### src/pkg/fbap_regs.svh
// Purpose: constants of the blend and audio property bank
// Assumes: 16-bit property numbers and values, 50 MHz clock
// Notes: definitions only, no logic
`ifndef FBAP_REGS_SVH
`define FBAP_REGS_SVH

// command codes
`define FBAP_CMD_SET_PROPERTY 8'h12
`define FBAP_CMD_PROPERTY_READ 8'h13

// property numbers
`define FBAP_SNR_STEREO_THRESHOLD_OFS 16'h1804
`define FBAP_SNR_MONO_THRESHOLD_OFS 16'h1805
`define FBAP_SNR_ATTACK_RATE_OFS 16'h1806
`define FBAP_SNR_RELEASE_RATE_OFS 16'h1807
`define FBAP_MULTIPATH_STEREO_THRESHOLD_OFS 16'h1808
`define FBAP_MULTIPATH_MONO_THRESHOLD_OFS 16'h1809
`define FBAP_MULTIPATH_ATTACK_RATE_OFS 16'h180a
`define FBAP_MULTIPATH_RELEASE_RATE_OFS 16'h180b
`define FBAP_OUTPUT_LEVEL_OFS 16'h4000
`define FBAP_OUTPUT_SILENCE_OFS 16'h4001
`define FBAP_RF_GAIN_ATTACK_OFS 16'h4100

// reset values
`define FBAP_SNR_STEREO_THRESHOLD_RST 16'h001e
`define FBAP_SNR_MONO_THRESHOLD_RST 16'h000a
`define FBAP_SNR_ATTACK_RATE_RST 16'h03e8
`define FBAP_SNR_RELEASE_RATE_RST 16'h0064
`define FBAP_MULTIPATH_STEREO_THRESHOLD_RST 16'h0028
`define FBAP_MULTIPATH_MONO_THRESHOLD_RST 16'h000a
`define FBAP_MULTIPATH_ATTACK_RATE_RST 16'h03e8
`define FBAP_MULTIPATH_RELEASE_RATE_RST 16'h000a
`define FBAP_OUTPUT_LEVEL_RST 16'h003f
`define FBAP_OUTPUT_SILENCE_RST 16'h0000
`define FBAP_RF_GAIN_ATTACK_RST 16'h0001

// field widths and upper limits
`define FBAP_SNR_THRESHOLD_W 7
`define FBAP_SNR_THRESHOLD_MAX 16'h007f
`define FBAP_MULTIPATH_THRESHOLD_W 7
`define FBAP_MULTIPATH_THRESHOLD_MAX 16'h0032
`define FBAP_RATE_W 16
`define FBAP_RATE_MAX 16'h7fff
`define FBAP_OUTPUT_LEVEL_W 6
`define FBAP_OUTPUT_LEVEL_MAX 16'h003f
`define FBAP_OUTPUT_SILENCE_W 2
`define FBAP_OUTPUT_SILENCE_MAX 16'h0003
`define FBAP_RF_GAIN_ATTACK_W 8
`define FBAP_RF_GAIN_ATTACK_MAX 16'h00f8

// field positions
`define FBAP_LEFT_SILENCE_BIT 1
`define FBAP_RIGHT_SILENCE_BIT 0

// rf attack legacy value and its effective floor
`define FBAP_RF_ATTACK_LEGACY 16'h0001
`define FBAP_RF_ATTACK_FLOOR 16'h0004

// command busy time
`define FBAP_CTS_TIME_NS 300
`define FBAP_CLK_PERIOD_NS 20

`endif

### src/pkg/fbap_pkg.sv
// Purpose: types of the blend and audio property bank
// Assumes: nothing beyond the constants header
// Notes: no constants here, they live in fbap_regs.svh
`default_nettype none

package fbap_pkg;

    // command sequencer, gray along idle, exec, done
    typedef enum logic [1:0] {
        FBAP_IDLE = 2'b00,
        FBAP_EXEC = 2'b01,
        FBAP_DONE = 2'b11
    } fbap_state_t;

    // index of a property cell
    typedef logic [3:0] fbap_prop_idx_t;

endpackage

`default_nettype wire

### src/fbap_bank.sv
// Purpose: blend, output level, silence and rf attack property bank
// Assumes: commands arrive already parsed from the serial control port
// Notes: cts is low from the accepted command until its response pulse
`timescale 1ns/1ps
`default_nettype none

`include "fbap_regs.svh"

module fbap_bank #(
    parameter int CTS_CYCLES = (`FBAP_CTS_TIME_NS + `FBAP_CLK_PERIOD_NS - 1) / `FBAP_CLK_PERIOD_NS
) (
    // clock and reset
    input wire logic i_clk,
    input wire logic i_srst,
    // power state
    input wire logic i_powered_up,
    // command port
    input wire logic i_cmd_valid,
    input wire logic [7:0] i_cmd_code,
    input wire logic [15:0] i_prop_num,
    input wire logic [15:0] i_prop_val,
    output logic o_cts,
    // response port
    output logic o_resp_valid,
    output logic o_resp_error,
    output logic [15:0] o_resp_data,
    // snr blend settings
    output logic [6:0] o_snr_stereo_limit_field,
    output logic [6:0] o_snr_mono_limit_field,
    output logic [15:0] o_snr_attack_rate,
    output logic [15:0] o_snr_release_rate,
    output logic o_snr_attack_en,
    output logic o_snr_release_en,
    // multipath blend settings
    output logic [6:0] o_mp_stereo_limit_field,
    output logic [6:0] o_mp_mono_limit_field,
    output logic [15:0] o_mp_attack_rate,
    output logic [15:0] o_mp_release_rate,
    output logic o_mp_attack_en,
    output logic o_mp_release_en,
    // audio output settings
    output logic [5:0] o_output_level_field,
    output logic o_left_silence_bit,
    output logic o_right_silence_bit,
    // rf gain settings
    output logic [7:0] o_rf_gain_attack
);

    localparam int NPROP = 11;

    // the busy counter is eight bits wide
    generate
        if (CTS_CYCLES < 1 || CTS_CYCLES > 256) begin : g_bad_cts
            $error("fbap_bank: CTS_CYCLES must be 1 to 256");
        end
    endgenerate

    localparam logic [7:0] BUSY_LOAD = 8'(CTS_CYCLES - 1);

    fbap_pkg::fbap_state_t state_r;
    fbap_pkg::fbap_state_t state_nxt;
    logic [7:0] busy_r;
    logic [7:0] cmd_r;
    logic [15:0] num_r;
    logic [15:0] val_r;
    logic pwr_r;
    logic take;
    logic prop_hit;
    fbap_pkg::fbap_prop_idx_t prop_idx;
    logic is_set;
    logic is_get;
    logic cmd_ok;
    logic [NPROP-1:0] wr_sel;
    logic [15:0] prop_val [NPROP];
    logic [15:0] rd_data;

    // map a property number onto a cell index
    function automatic logic [4:0] fbap_decode(input logic [15:0] num);
        logic [4:0] r;
        r = 5'h00;
        case (num)
            `FBAP_SNR_STEREO_THRESHOLD_OFS: r = 5'h10;
            `FBAP_SNR_MONO_THRESHOLD_OFS: r = 5'h11;
            `FBAP_SNR_ATTACK_RATE_OFS: r = 5'h12;
            `FBAP_SNR_RELEASE_RATE_OFS: r = 5'h13;
            `FBAP_MULTIPATH_STEREO_THRESHOLD_OFS: r = 5'h14;
            `FBAP_MULTIPATH_MONO_THRESHOLD_OFS: r = 5'h15;
            `FBAP_MULTIPATH_ATTACK_RATE_OFS: r = 5'h16;
            `FBAP_MULTIPATH_RELEASE_RATE_OFS: r = 5'h17;
            `FBAP_OUTPUT_LEVEL_OFS: r = 5'h18;
            `FBAP_OUTPUT_SILENCE_OFS: r = 5'h19;
            `FBAP_RF_GAIN_ATTACK_OFS: r = 5'h1a;
            default: r = 5'h00;
        endcase
        return r;
    endfunction

    // a command is taken only while cts is high
    assign o_cts = (state_r == fbap_pkg::FBAP_IDLE);
    assign take = o_cts && i_cmd_valid;

    // decode of the latched command
    always_comb begin
        logic [4:0] d;
        d = fbap_decode(num_r);
        prop_hit = d[4];
        prop_idx = d[3:0];
        is_set = (cmd_r == `FBAP_CMD_SET_PROPERTY);
        is_get = (cmd_r == `FBAP_CMD_PROPERTY_READ);
        cmd_ok = pwr_r && prop_hit && (is_set || is_get);
    end

    // next state
    always_comb begin
        state_nxt = state_r;
        case (state_r)
            fbap_pkg::FBAP_IDLE: begin
                if (take) begin
                    state_nxt = fbap_pkg::FBAP_EXEC;
                end
            end
            fbap_pkg::FBAP_EXEC: begin
                if (busy_r == 8'h00) begin
                    state_nxt = fbap_pkg::FBAP_DONE;
                end
            end
            fbap_pkg::FBAP_DONE: begin
                state_nxt = fbap_pkg::FBAP_IDLE;
            end
            default: begin
                state_nxt = fbap_pkg::FBAP_IDLE;
            end
        endcase
    end

    // sequencer state
    always_ff @(posedge i_clk) begin
        if (i_srst) begin
            state_r <= fbap_pkg::FBAP_IDLE;
        end else begin
            state_r <= state_nxt;
        end
    end

    // busy count holds cts low for the command time
    always_ff @(posedge i_clk) begin
        if (i_srst) begin
            busy_r <= 8'h00;
        end else if (take) begin
            busy_r <= BUSY_LOAD;
        end else if (state_r == fbap_pkg::FBAP_EXEC && busy_r != 8'h00) begin
            busy_r <= busy_r - 8'h01;
        end
    end

    // latch the command; power is sampled when the command is taken
    always_ff @(posedge i_clk) begin
        if (i_srst) begin
            cmd_r <= 8'h00;
            num_r <= 16'h0000;
            val_r <= 16'h0000;
            pwr_r <= 1'b0;
        end else if (take) begin
            cmd_r <= i_cmd_code;
            num_r <= i_prop_num;
            val_r <= i_prop_val;
            pwr_r <= i_powered_up;
        end
    end

    // one write strobe per accepted set command, only in done
    always_comb begin
        wr_sel = '0;
        if (state_r == fbap_pkg::FBAP_DONE && cmd_ok && is_set) begin
            wr_sel[prop_idx] = 1'b1;
        end
    end

    // property cells
    fbap_prop_cell #(
        .WIDTH(`FBAP_SNR_THRESHOLD_W),
        .MAX(`FBAP_SNR_THRESHOLD_MAX),
        .RESET(`FBAP_SNR_STEREO_THRESHOLD_RST)
    ) u_snr_stereo (
        .i_clk(i_clk), .i_srst(i_srst), .i_wr_en(wr_sel[0]),
        .i_wr_data(val_r), .o_value(prop_val[0])
    );

    fbap_prop_cell #(
        .WIDTH(`FBAP_SNR_THRESHOLD_W),
        .MAX(`FBAP_SNR_THRESHOLD_MAX),
        .RESET(`FBAP_SNR_MONO_THRESHOLD_RST)
    ) u_snr_mono (
        .i_clk(i_clk), .i_srst(i_srst), .i_wr_en(wr_sel[1]),
        .i_wr_data(val_r), .o_value(prop_val[1])
    );

    fbap_prop_cell #(
        .WIDTH(`FBAP_RATE_W),
        .MAX(`FBAP_RATE_MAX),
        .RESET(`FBAP_SNR_ATTACK_RATE_RST)
    ) u_snr_attack (
        .i_clk(i_clk), .i_srst(i_srst), .i_wr_en(wr_sel[2]),
        .i_wr_data(val_r), .o_value(prop_val[2])
    );

    fbap_prop_cell #(
        .WIDTH(`FBAP_RATE_W),
        .MAX(`FBAP_RATE_MAX),
        .RESET(`FBAP_SNR_RELEASE_RATE_RST)
    ) u_snr_release (
        .i_clk(i_clk), .i_srst(i_srst), .i_wr_en(wr_sel[3]),
        .i_wr_data(val_r), .o_value(prop_val[3])
    );

    fbap_prop_cell #(
        .WIDTH(`FBAP_MULTIPATH_THRESHOLD_W),
        .MAX(`FBAP_MULTIPATH_THRESHOLD_MAX),
        .RESET(`FBAP_MULTIPATH_STEREO_THRESHOLD_RST)
    ) u_mp_stereo (
        .i_clk(i_clk), .i_srst(i_srst), .i_wr_en(wr_sel[4]),
        .i_wr_data(val_r), .o_value(prop_val[4])
    );

    fbap_prop_cell #(
        .WIDTH(`FBAP_MULTIPATH_THRESHOLD_W),
        .MAX(`FBAP_MULTIPATH_THRESHOLD_MAX),
        .RESET(`FBAP_MULTIPATH_MONO_THRESHOLD_RST)
    ) u_mp_mono (
        .i_clk(i_clk), .i_srst(i_srst), .i_wr_en(wr_sel[5]),
        .i_wr_data(val_r), .o_value(prop_val[5])
    );

    fbap_prop_cell #(
        .WIDTH(`FBAP_RATE_W),
        .MAX(`FBAP_RATE_MAX),
        .RESET(`FBAP_MULTIPATH_ATTACK_RATE_RST)
    ) u_mp_attack (
        .i_clk(i_clk), .i_srst(i_srst), .i_wr_en(wr_sel[6]),
        .i_wr_data(val_r), .o_value(prop_val[6])
    );

    fbap_prop_cell #(
        .WIDTH(`FBAP_RATE_W),
        .MAX(`FBAP_RATE_MAX),
        .RESET(`FBAP_MULTIPATH_RELEASE_RATE_RST)
    ) u_mp_release (
        .i_clk(i_clk), .i_srst(i_srst), .i_wr_en(wr_sel[7]),
        .i_wr_data(val_r), .o_value(prop_val[7])
    );

    // upper bits of the level word are dropped, not trusted
    fbap_prop_cell #(
        .WIDTH(`FBAP_OUTPUT_LEVEL_W),
        .MAX(`FBAP_OUTPUT_LEVEL_MAX),
        .RESET(`FBAP_OUTPUT_LEVEL_RST)
    ) u_level (
        .i_clk(i_clk), .i_srst(i_srst), .i_wr_en(wr_sel[8]),
        .i_wr_data(val_r), .o_value(prop_val[8])
    );

    fbap_prop_cell #(
        .WIDTH(`FBAP_OUTPUT_SILENCE_W),
        .MAX(`FBAP_OUTPUT_SILENCE_MAX),
        .RESET(`FBAP_OUTPUT_SILENCE_RST)
    ) u_silence (
        .i_clk(i_clk), .i_srst(i_srst), .i_wr_en(wr_sel[9]),
        .i_wr_data(val_r), .o_value(prop_val[9])
    );

    fbap_prop_cell #(
        .WIDTH(`FBAP_RF_GAIN_ATTACK_W),
        .MAX(`FBAP_RF_GAIN_ATTACK_MAX),
        .RESET(`FBAP_RF_GAIN_ATTACK_RST)
    ) u_rf_attack (
        .i_clk(i_clk), .i_srst(i_srst), .i_wr_en(wr_sel[10]),
        .i_wr_data(val_r), .o_value(prop_val[10])
    );

    // read mux; readback shows the stored word, not the effective one
    always_comb begin
        rd_data = 16'h0000;
        if (prop_hit && prop_idx < 4'(NPROP)) begin
            rd_data = prop_val[prop_idx];
        end
    end

    // response pulse at the end of the busy time
    always_ff @(posedge i_clk) begin
        if (i_srst) begin
            o_resp_valid <= 1'b0;
            o_resp_error <= 1'b0;
            o_resp_data <= 16'h0000;
        end else if (state_r == fbap_pkg::FBAP_DONE) begin
            o_resp_valid <= 1'b1;
            o_resp_error <= !cmd_ok;
            o_resp_data <= (cmd_ok && is_get) ? rd_data : 16'h0000;
        end else begin
            o_resp_valid <= 1'b0;
        end
    end

    // settings towards the blend, audio and gain logic, one clock behind the cells
    always_ff @(posedge i_clk) begin
        if (i_srst) begin
            o_snr_stereo_limit_field <= 7'(`FBAP_SNR_STEREO_THRESHOLD_RST);
            o_snr_mono_limit_field <= 7'(`FBAP_SNR_MONO_THRESHOLD_RST);
            o_snr_attack_rate <= `FBAP_SNR_ATTACK_RATE_RST;
            o_snr_release_rate <= `FBAP_SNR_RELEASE_RATE_RST;
            o_mp_stereo_limit_field <= 7'(`FBAP_MULTIPATH_STEREO_THRESHOLD_RST);
            o_mp_mono_limit_field <= 7'(`FBAP_MULTIPATH_MONO_THRESHOLD_RST);
            o_mp_attack_rate <= `FBAP_MULTIPATH_ATTACK_RATE_RST;
            o_mp_release_rate <= `FBAP_MULTIPATH_RELEASE_RATE_RST;
            o_output_level_field <= 6'(`FBAP_OUTPUT_LEVEL_RST);
            o_snr_attack_en <= 1'b1;
            o_snr_release_en <= 1'b1;
            o_mp_attack_en <= 1'b1;
            o_mp_release_en <= 1'b1;
            o_left_silence_bit <= 1'b0;
            o_right_silence_bit <= 1'b0;
            o_rf_gain_attack <= 8'(`FBAP_RF_ATTACK_FLOOR);
        end else begin
            o_snr_stereo_limit_field <= prop_val[0][6:0];
            o_snr_mono_limit_field <= prop_val[1][6:0];
            o_snr_attack_rate <= prop_val[2];
            o_snr_release_rate <= prop_val[3];
            o_mp_stereo_limit_field <= prop_val[4][6:0];
            o_mp_mono_limit_field <= prop_val[5][6:0];
            o_mp_attack_rate <= prop_val[6];
            o_mp_release_rate <= prop_val[7];
            o_output_level_field <= prop_val[8][5:0];
            // a zero rate means the ramp is switched off
            o_snr_attack_en <= (prop_val[2] != 16'h0000);
            o_snr_release_en <= (prop_val[3] != 16'h0000);
            o_mp_attack_en <= (prop_val[6] != 16'h0000);
            o_mp_release_en <= (prop_val[7] != 16'h0000);
            // left and right silence act independently
            o_left_silence_bit <= prop_val[9][`FBAP_LEFT_SILENCE_BIT];
            o_right_silence_bit <= prop_val[9][`FBAP_RIGHT_SILENCE_BIT];
            // anything under the floor, the legacy reset 1 included, acts as 4
            o_rf_gain_attack <= (prop_val[10] < `FBAP_RF_ATTACK_FLOOR) ?
                8'(`FBAP_RF_ATTACK_FLOOR) : prop_val[10][7:0];
        end
    end

endmodule

`default_nettype wire

### src/fbap_prop_cell.sv
// Purpose: one property word with a narrow field and an upper limit
// Assumes: write strobe is a one-cycle pulse
// Notes: bits above WIDTH are dropped on write and read as zero
`timescale 1ns/1ps
`default_nettype none

module fbap_prop_cell #(
    parameter int WIDTH = 16,
    parameter logic [15:0] MAX = 16'hffff,
    parameter logic [15:0] RESET = 16'h0000
) (
    // clock and reset
    input wire logic i_clk,
    input wire logic i_srst,
    // write side
    input wire logic i_wr_en,
    input wire logic [15:0] i_wr_data,
    // stored value
    output logic [15:0] o_value
);

    localparam logic [15:0] MASK = 16'hffff >> (16 - WIDTH);

    // refuse shapes the cell cannot hold
    generate
        if (WIDTH < 1 || WIDTH > 16 || (MAX & ~MASK) != 16'h0000 || RESET > MAX) begin : g_bad
            $error("fbap_prop_cell: bad WIDTH, MAX or RESET");
        end
    endgenerate

    logic [15:0] value_r;
    logic [15:0] value_nxt;
    logic [15:0] masked;

    // drop upper bits, then saturate at the limit
    always_comb begin
        masked = i_wr_data & MASK;
        value_nxt = (masked > MAX) ? MAX : masked;
    end

    // storage
    always_ff @(posedge i_clk) begin
        if (i_srst) begin
            value_r <= RESET;
        end else if (i_wr_en) begin
            value_r <= value_nxt;
        end
    end

    assign o_value = value_r;

endmodule

`default_nettype wire
### config.mk
export PLATFORM = sky130hd
export DESIGN_NAME = fbap_bank
export DESIGN_NICKNAME = d
export VERILOG_FILES = /design/src/pkg/fbap_pkg.sv /design/src/fbap_bank.sv /design/src/fbap_prop_cell.sv
export VERILOG_INCLUDE_DIRS = /design/src /design/src/pkg
export SDC_FILE = /design/constraint.sdc
export NUM_CORES = 1
export LEC_CHECK = 0
export BUFFER_PORTS_ARGS = -buffer_cell sky130_fd_sc_hd__buf_2
export CORE_ASPECT_RATIO = 1.25
export CORE_MARGIN = 1
export CORE_UTILIZATION = 56
export CTS_CLUSTER_SIZE = 25
export DETAILED_ROUTE_END_ITERATION = 10
export GPL_ROUTABILITY_DRIVEN = 1
export PLACE_DENSITY = 0.79
export SLEW_MARGIN = 40
export SYNTH_ARGS = -nofsm -noshare
export SYNTH_HDL_FRONTEND = slang
export SYNTH_SLANG_ARGS = --single-unit
### constraint.sdc
create_clock -name i_clk -period 3.36 [get_ports i_clk]
set_input_delay 0.672 -clock i_clk [delete_from_list [all_inputs] [get_ports i_clk]]
set_output_delay 0.672 -clock i_clk [all_outputs]
set_load 0.1 [all_outputs]
==> results of run 1 <==
-- cells in the mapped netlist, drive strengths merged, types with 4 or more instances --
library cell | instances | area, um2
nor2b | 70 | 438
nor2 | 84 | 360
and4 | 7 | 66.3
o22ai | 13 | 93.8
nand4 | 16 | 173
and2 | 13 | 81.3
inv | 21 | 78.8
a22oi | 10 | 80.1
or3 | 5 | 31.3
a211oi | 10 | 75.1
nor3 | 23 | 141
a21oi | 86 | 445
clkbuf | 39 | 146
o21ai | 74 | 382
mux2i | 36 | 360
or4 | 6 | 48.8
o21bai | 14 | 105
nand2 | 186 | 701
mux4 | 4 | 97.6
nand2b | 14 | 90.1
buf | 29 | 224
o2bb2ai | 4 | 35.0
dfxtp | 289 | 5790
nand3 | 7 | 35.0
xnor2 | 4 | 35.0
nor4b | 4 | 50.1
a221oi | 4 | 35.0
nor4 | 18 | 155
or2 | 24 | 150
o21a | 4 | 30.0
o31ai | 11 | 103
-- state kept, by name, summed over array words and instances (netlist names), 8 cells and up --
name,flops
busy_r,8
cmd_r,8
num_r,16
o_mp_attack_rate,16
o_mp_release_rate,16
o_resp_data,16
o_rf_gain_attack,8
o_snr_attack_rate,16
o_snr_release_rate,16
u_mp_attack.o_value,16
u_mp_release.o_value,16
u_rf_attack.o_value,8
u_snr_attack.o_value,16
u_snr_release.o_value,16
val_r,16
-- critical path: cells and delay by family (launching register included) --
family	cells	cell delay (ns)
buffers and inverters	1	0.40
multiplexers	1	0.39
flip-flops	1	0.34
AO/OA/AOI/OAI	1	0.51
AND/OR/NAND/NOR	4	1.31
-- stage by stage --
stage / area (um2) / total power, W / std cells / worst slack [ns]
floorplan: 10900 / 0.00387 / 1156 / 0.633
global placement: 11900 / 0.00399 / 1517 / 0.339
detailed placement: 11900 / 0.00400 / 1517 / 0.373
CTS: 12800 / 0.00704 / 1564 / 0.365
global route: 12800 / 0.00723 / 1564 / 0.130
finish: 12800 / 0.00702 / 1564 / 0.285
-- routing by layer --
metal	GRT usage (%)	wire length (um)
met3	5.61	2090
met1	35.2	11700
met5	0	0
met2	51.2	14400
met4	11.1	953
-- cells by family (layout without fill, tap and decap cells) --
logic type	after synthesis	in the layout	synth area share, %
buffers and inverters	89	265	4.11
AOI/OAI and AO/OA	240	240	13.8
muxes	42	42	4.40
DFF	289	289	52.9
xor gates and xnor gates	7	7	0.561
and+or+nand+nor	487	487	24.0
adders and majority gates	2	2	0.229
-- cell usage in the layout (no fill, tap or decap), types with 6 or more instances in the layout --
cell type | netlist | layout
o22ai_1 | 11 | 11
clkbuf_8 | 0 | 6
and2_1 | 13 | 13
a21oi_1 | 82 | 82
nor3_1 | 19 | 19
nor4_1 | 14 | 14
nand2_1 | 185 | 185
buf_4 | 3 | 23
a211oi_1 | 10 | 10
nand4_1 | 10 | 10
buf_2 | 11 | 173
o21ai_0 | 43 | 43
clkbuf_1 | 39 | 6
mux2i_1 | 36 | 36
nand3_1 | 7 | 7
nand2b_1 | 13 | 13
dfxtp_1 | 289 | 289
nor2b_1 | 70 | 70
or2_2 | 24 | 24
nor2_1 | 79 | 79
inv_1 | 21 | 21
o21ai_1 | 30 | 30
o21bai_1 | 14 | 14
clkbuf_16 | 0 | 27
o31ai_1 | 7 | 7
a22oi_1 | 9 | 9
-- final cells by class --
| class | instances | area (um2) |
|---|---|---|
| Fill cell | 1492 | 6100 |
| Sequential cell | 289 | 5790 |
| Multi-Input combinational cell | 778 | 4710 |
| Timing Repair Buffer | 197 | 1050 |
| Clock buffer | 38 | 767 |
| Tap cell | 232 | 290 |
| Clock inverter | 9 | 131 |
| Inverter | 21 | 78.8 |
-- power by group through the flow --
stage,sequential (W),clock [W],combinational [W]
6_report,0.00355,0.00309,0.000378
3_5_place_dp,0.00362,0,0.000373
3_3_place_gp,0.00362,0,0.000372
5_1_grt,0.00355,0.00326,0.000416
2_1_floorplan,0.00359,0,0.000282
4_1_cts,0.00355,0.00312,0.000376
-- worst min-delay path by stage --
| stage | end | slack, ns | startpoint | cells past startpoint |
|---|---|---|---|---|
| after floorplan | o_mp_stereo_limit_field[5] | 0.41 | u_mp_stereo.o_value[5] | 2 |
| after global placement | cmd_r[1] | 0.44 | cmd_r[1] | 2 |
| after detailed placement | cmd_r[5] | 0.45 | cmd_r[5] | 2 |
| after CTS | pwr_r | 0.36 | i_powered_up | 3 |
| after global routing | cmd_r[6] | 0.38 | i_cmd_code[6] | 3 |
| final | val_r[15] | 0.38 | i_prop_val[15] | 3 |
==> results.toml, run 1 <==
[outcome]
status = "finished clean"

[drt]
viasPerCell = 5.64
drc = 0
wl_per_cell_um = 18.7
routed_wl_um = 29200
first_pass_iters = 5
drt_iter0_markers = 557
vias = 8815
ant_nets = 0

[pwr]
clkPwrFrac_pct = 44.0
p_comb_share_pct = 5.4
ir_worst_vdd_v = 0.000417
p_leak_nw = 5.25
powerDensity_mw_per_mm2 = 547
swShare_pct = 22.7
seqPwrFrac_pct = 50.6
p_int_w = 0.00542
switching_power_w = 0.00159

[layout]
syn2layout_area_growth_pct = 17.3
diodes = 0
drive_gt1_share_pct = 23.3
finish.utilization_pct = 67.7
nNetsFinal = 1359

[grt]
antenna_found_initial = 0
grt_overflow = 0
grtUsageTotal_pct = 29.1
grt_pass1_wl_um = 45000
grt_pass1_vias = 8420
grt_start_max_net_pins = 129

[cts]
cts_root_buf = "clkbuf_16"
cts.sinks = 289
cts_setup_buffers = 0
cts_made_buffers = 26
clk_latency_ns = 0.53
cts_buffer_depth = 3
cts_tree = "built"
cts_max_level = 1
clk_pin_slew_ns = 0.06
post_cts_resized = 0
ctsHoldBuffers = 0

[setup_path]
critPathSlowestCell = "o22ai_4"
r2r_end = "u_mp_stereo.o_value[1]"
cp_max_fo = 16
worst_ep_required_time_ns = 3.78
crit_start = "num_r[4]"
rrSetupSlack_ns = 0.28
rr_startpoint = "num_r[4]"
endpoint_kind = "flop"
slowest_delay_ns = 0.51
rr_worst_depth = 7
cp.arrival_ns = 3.49
start_kind = "flop"
path_cells = "nor4_4 -> nand3_1 -> o22ai_4 -> buf_4 -> nor2_1 -> nand4_1 -> mux2_2"
crit_end = "u_mp_stereo.o_value[1]"
crit_type = "flop to flop"

[floorplanning]
coreArea_mm2 = 0.0189
die_h_um = 158
io_pins = 175
fp.dieW_um = 127
num_rows = 56
die_area_mm2 = 0.0201
start_util_pct = 57.8

[min_path]
hold_class = "input pin to flop"

[logic_synthesis]
synth.distinct_cells = 76
syn-cell-area_mm2 = 0.0109
yosysSeqAreaShare_pct = 52.9
syn_nets = 1202
ys_warn_count = 0
avgSynthCellArea_um2 = 9.45
ys_seq_elements = 289
ys.flop_type = "dfxtp_1"
synthCells = 1156
async_reset_ff_share_pct = 0
synth_edf_count = 0

[sta]
worstMarginPinSlew_ns = 0.839
fmaxAchievable_mhz = 325
setup_viol = 0
hold_slack_ns = 0.381
finalMaxSlewViolations = 0
finalHoldViolCount = 0
setup_tns_ns = 0
min_period_ns = 3.08
maxSlewHeadroom_pct = 44.0
fin_skew_ns = 0.0153
rsz0062_at_grt = "false"
fin_crit_sh_pct = 91.5

[placed_design]
placement.io_buffers = 174
hpwl_um = 21000
gp_congestion = 0.952

[job]
drv_cap = 0
Power figures use the tool's default switching activity.
==> run 2, diff against run 1 <==
--- a/config.mk
+++ b/config.mk
@@ -13,7 +13,7 @@
 export CTS_CLUSTER_SIZE = 25
 export DETAILED_ROUTE_END_ITERATION = 10
 export GPL_ROUTABILITY_DRIVEN = 1
-export PLACE_DENSITY = 0.79
+export PLACE_DENSITY_LB_ADDON = 0.2
 export SLEW_MARGIN = 40
 export SYNTH_ARGS = -nofsm -noshare
 export SYNTH_HDL_FRONTEND = slang
==> results.toml, run 2 (synthesis gave the netlist of run 1 again) <==
[setup_path]
critical_path.top_delay_family = "simple AND/OR/NAND/NOR gates"
rrSetupSlack_ns = 0.39
critPathSlowestCell = "mux4_1"
cp_num_buf_inv = 0
rr_worst_depth = 7
start_kind = "flop"
path_cells = "nor4_4 -> nand3_1 -> o22ai_4 -> mux4_1 -> and2_1 -> o31ai_1 -> a21oi_1"
cp_max_fo = 9
slowest_delay_ns = 0.64
cp.arrival_ns = 3.37
crit_type = "flop to flop"
worst_ep_required_time_ns = 3.76
endpoint_kind = "flop"
rr_startpoint = "num_r[4]"
r2r_end = "o_resp_data[5]"

[pwr]
ir_worst_vdd_v = 0.000476
swShare_pct = 22.7
seqPwrFrac_pct = 50.6
powerDensity_mw_per_mm2 = 548
p_leak_nw = 5.23
p_int_w = 0.00542
switching_power_w = 0.00159
p_comb_share_pct = 5.3
clkPwrFrac_pct = 44.1

[sta]
maxSlewHeadroom_pct = 44.4
setup_viol = 0
worstMarginPinSlew_ns = 0.835
rsz0062_at_grt = "false"
min_period_ns = 2.97
setup_tns_ns = 0
hold_slack_ns = 0.369
finalMaxSlewViolations = 0
fin_crit_sh_pct = 88.4
fin_skew_ns = 0.0300
fmaxAchievable_mhz = 337
finalHoldViolCount = 0

[cts]
clk_pin_slew_ns = 0.06
cts_made_buffers = 27
cts_setup_buffers = 0
cts_buffer_depth = 3
clk_latency_ns = 0.54
cts_max_level = 1
cts.sinks = 289
post_cts_resized = 0
ctsHoldBuffers = 0
cts_root_buf = "clkbuf_16"
cts_tree = "built"

[layout]
nNetsFinal = 1355
final_cell_mix = "289 x dfxtp_1, 185 x nand2_1, 173 x buf_2"
layout_commonest_cell = "dfxtp_1"
finish.utilization_pct = 67.6
syn2layout_area_growth_pct = 17.0
drive_gt1_share_pct = 23.1

[grt]
antenna_found_initial = 1
grtUsageTotal_pct = 29.3
grt_pass1_vias = 8318
grt_start_max_net_pins = 121
grt_pass1_wl_um = 45300
grt_overflow = 0

[min_path]
hold_class = "input pin to flop"
worstHoldStart = "i_prop_val[4]"
hold_end = "val_r[4]"
min_path_cells = 3

[floorplanning]
start_util_pct = 57.8
coreArea_mm2 = 0.0189
die_area_mm2 = 0.0201
fp.dieW_um = 127
num_rows = 56
io_pins = 175
die_h_um = 158

[drt]
drt_iter0_markers = 636
first_pass_iters = 5
ant_nets = 0
vias = 8759
routed_wl_um = 29200
drc = 0
wl_per_cell_um = 18.8
viasPerCell = 5.63

[placed_design]
gp_congestion = 0.884
hpwl_um = 20800
placement.io_buffers = 174

[job]
drv_cap = 0

[outcome]
status = "finished clean"
-- run 2: changes by cell type in the layout (fill, tap and decap cells not counted) --
cell / delta
clkinvlp_4: +1
clkbuf_1: -4
buf_12: +1
nor4_2: +1
diode_2: +1
clkinv_8: +1
nor4_4: -1
clkbuf_8: +4
clkinv_2: -2
clkinv_4: -2
bufinv_16: -1
buf_4: -6
-- run 2: worst reg2reg max path: cells and delay by family, from the launching register on --
kind / cells / cell delay (ns)
AOI/OAI and AO/OA: 3 / 0.84
DFF: 1 / 0.34
muxes: 1 / 0.65
and+or+nand+nor: 3 / 1.02
-- run 2: worst max-delay path by stage --
stage	to	slack, ns	cells after the start	startpoint
floorplan	cmd_r[2]	0.63	6	state_r[1]
global placement	o_resp_data[5]	0.44	7	num_r[4]
finish	o_resp_data[5]	0.39	7	num_r[4]
detailed placement	o_resp_data[5]	0.42	7	num_r[4]
global route	o_resp_data[5]	0.23	7	num_r[4]
CTS	o_resp_data[5]	0.40	7	num_r[4]
-- run 2: power by group through the flow --
stage               Combinational (W)  Sequential, W  Clock [W]
detailed placement           0.000369        0.00362          0
global placement             0.000368        0.00362          0
CTS                          0.000371        0.00354    0.00312
floorplan                    0.000282        0.00359          0
global route                 0.000412        0.00355    0.00325
finish                       0.000372        0.00355    0.00309
-- run 2: metal layers --
| metal | up-vias | share of wire, % | GRT usage, % | wire (um) |
|---|---|---|---|---|
| li1 | 4296 | - | - | - |
| met3 | 67 | 6.4 | 4.33 | 1860 |
| met2 | 350 | 48 | 50.4 | 14100 |
| met5 | - | 0 | 0 | 0 |
| met4 | 0 | 3.6 | 12.1 | 1060 |
| met1 | 4046 | 42 | 36.9 | 12200 |
-- run 2: through the flow --
| stage | setup WS (ns) | std cells | total power [W] | instance area (um2) |
|---|---|---|---|---|
| 3_5_place_dp | 0.418 | 1512 | 0.00399 | 11900 |
| 6_report | 0.390 | 1557 | 0.00701 | 12800 |
| 3_3_place_gp | 0.443 | 1512 | 0.00399 | 11900 |
| 4_1_cts | 0.400 | 1556 | 0.00703 | 12800 |
| 5_1_grt | 0.228 | 1556 | 0.00721 | 12800 |
| 2_1_floorplan | 0.633 | 1156 | 0.00387 | 10900 |
-- run 2: final cells by class --
class	count	area, um2
antenna	1	2.50
clock inverter	6	97.6
sequential	289	5790
clock buffer	38	807
multi-input combinational	778	4700
inverter	21	78.8
tap	232	290
fill	1556	6130
timing repair buffer	192	1030
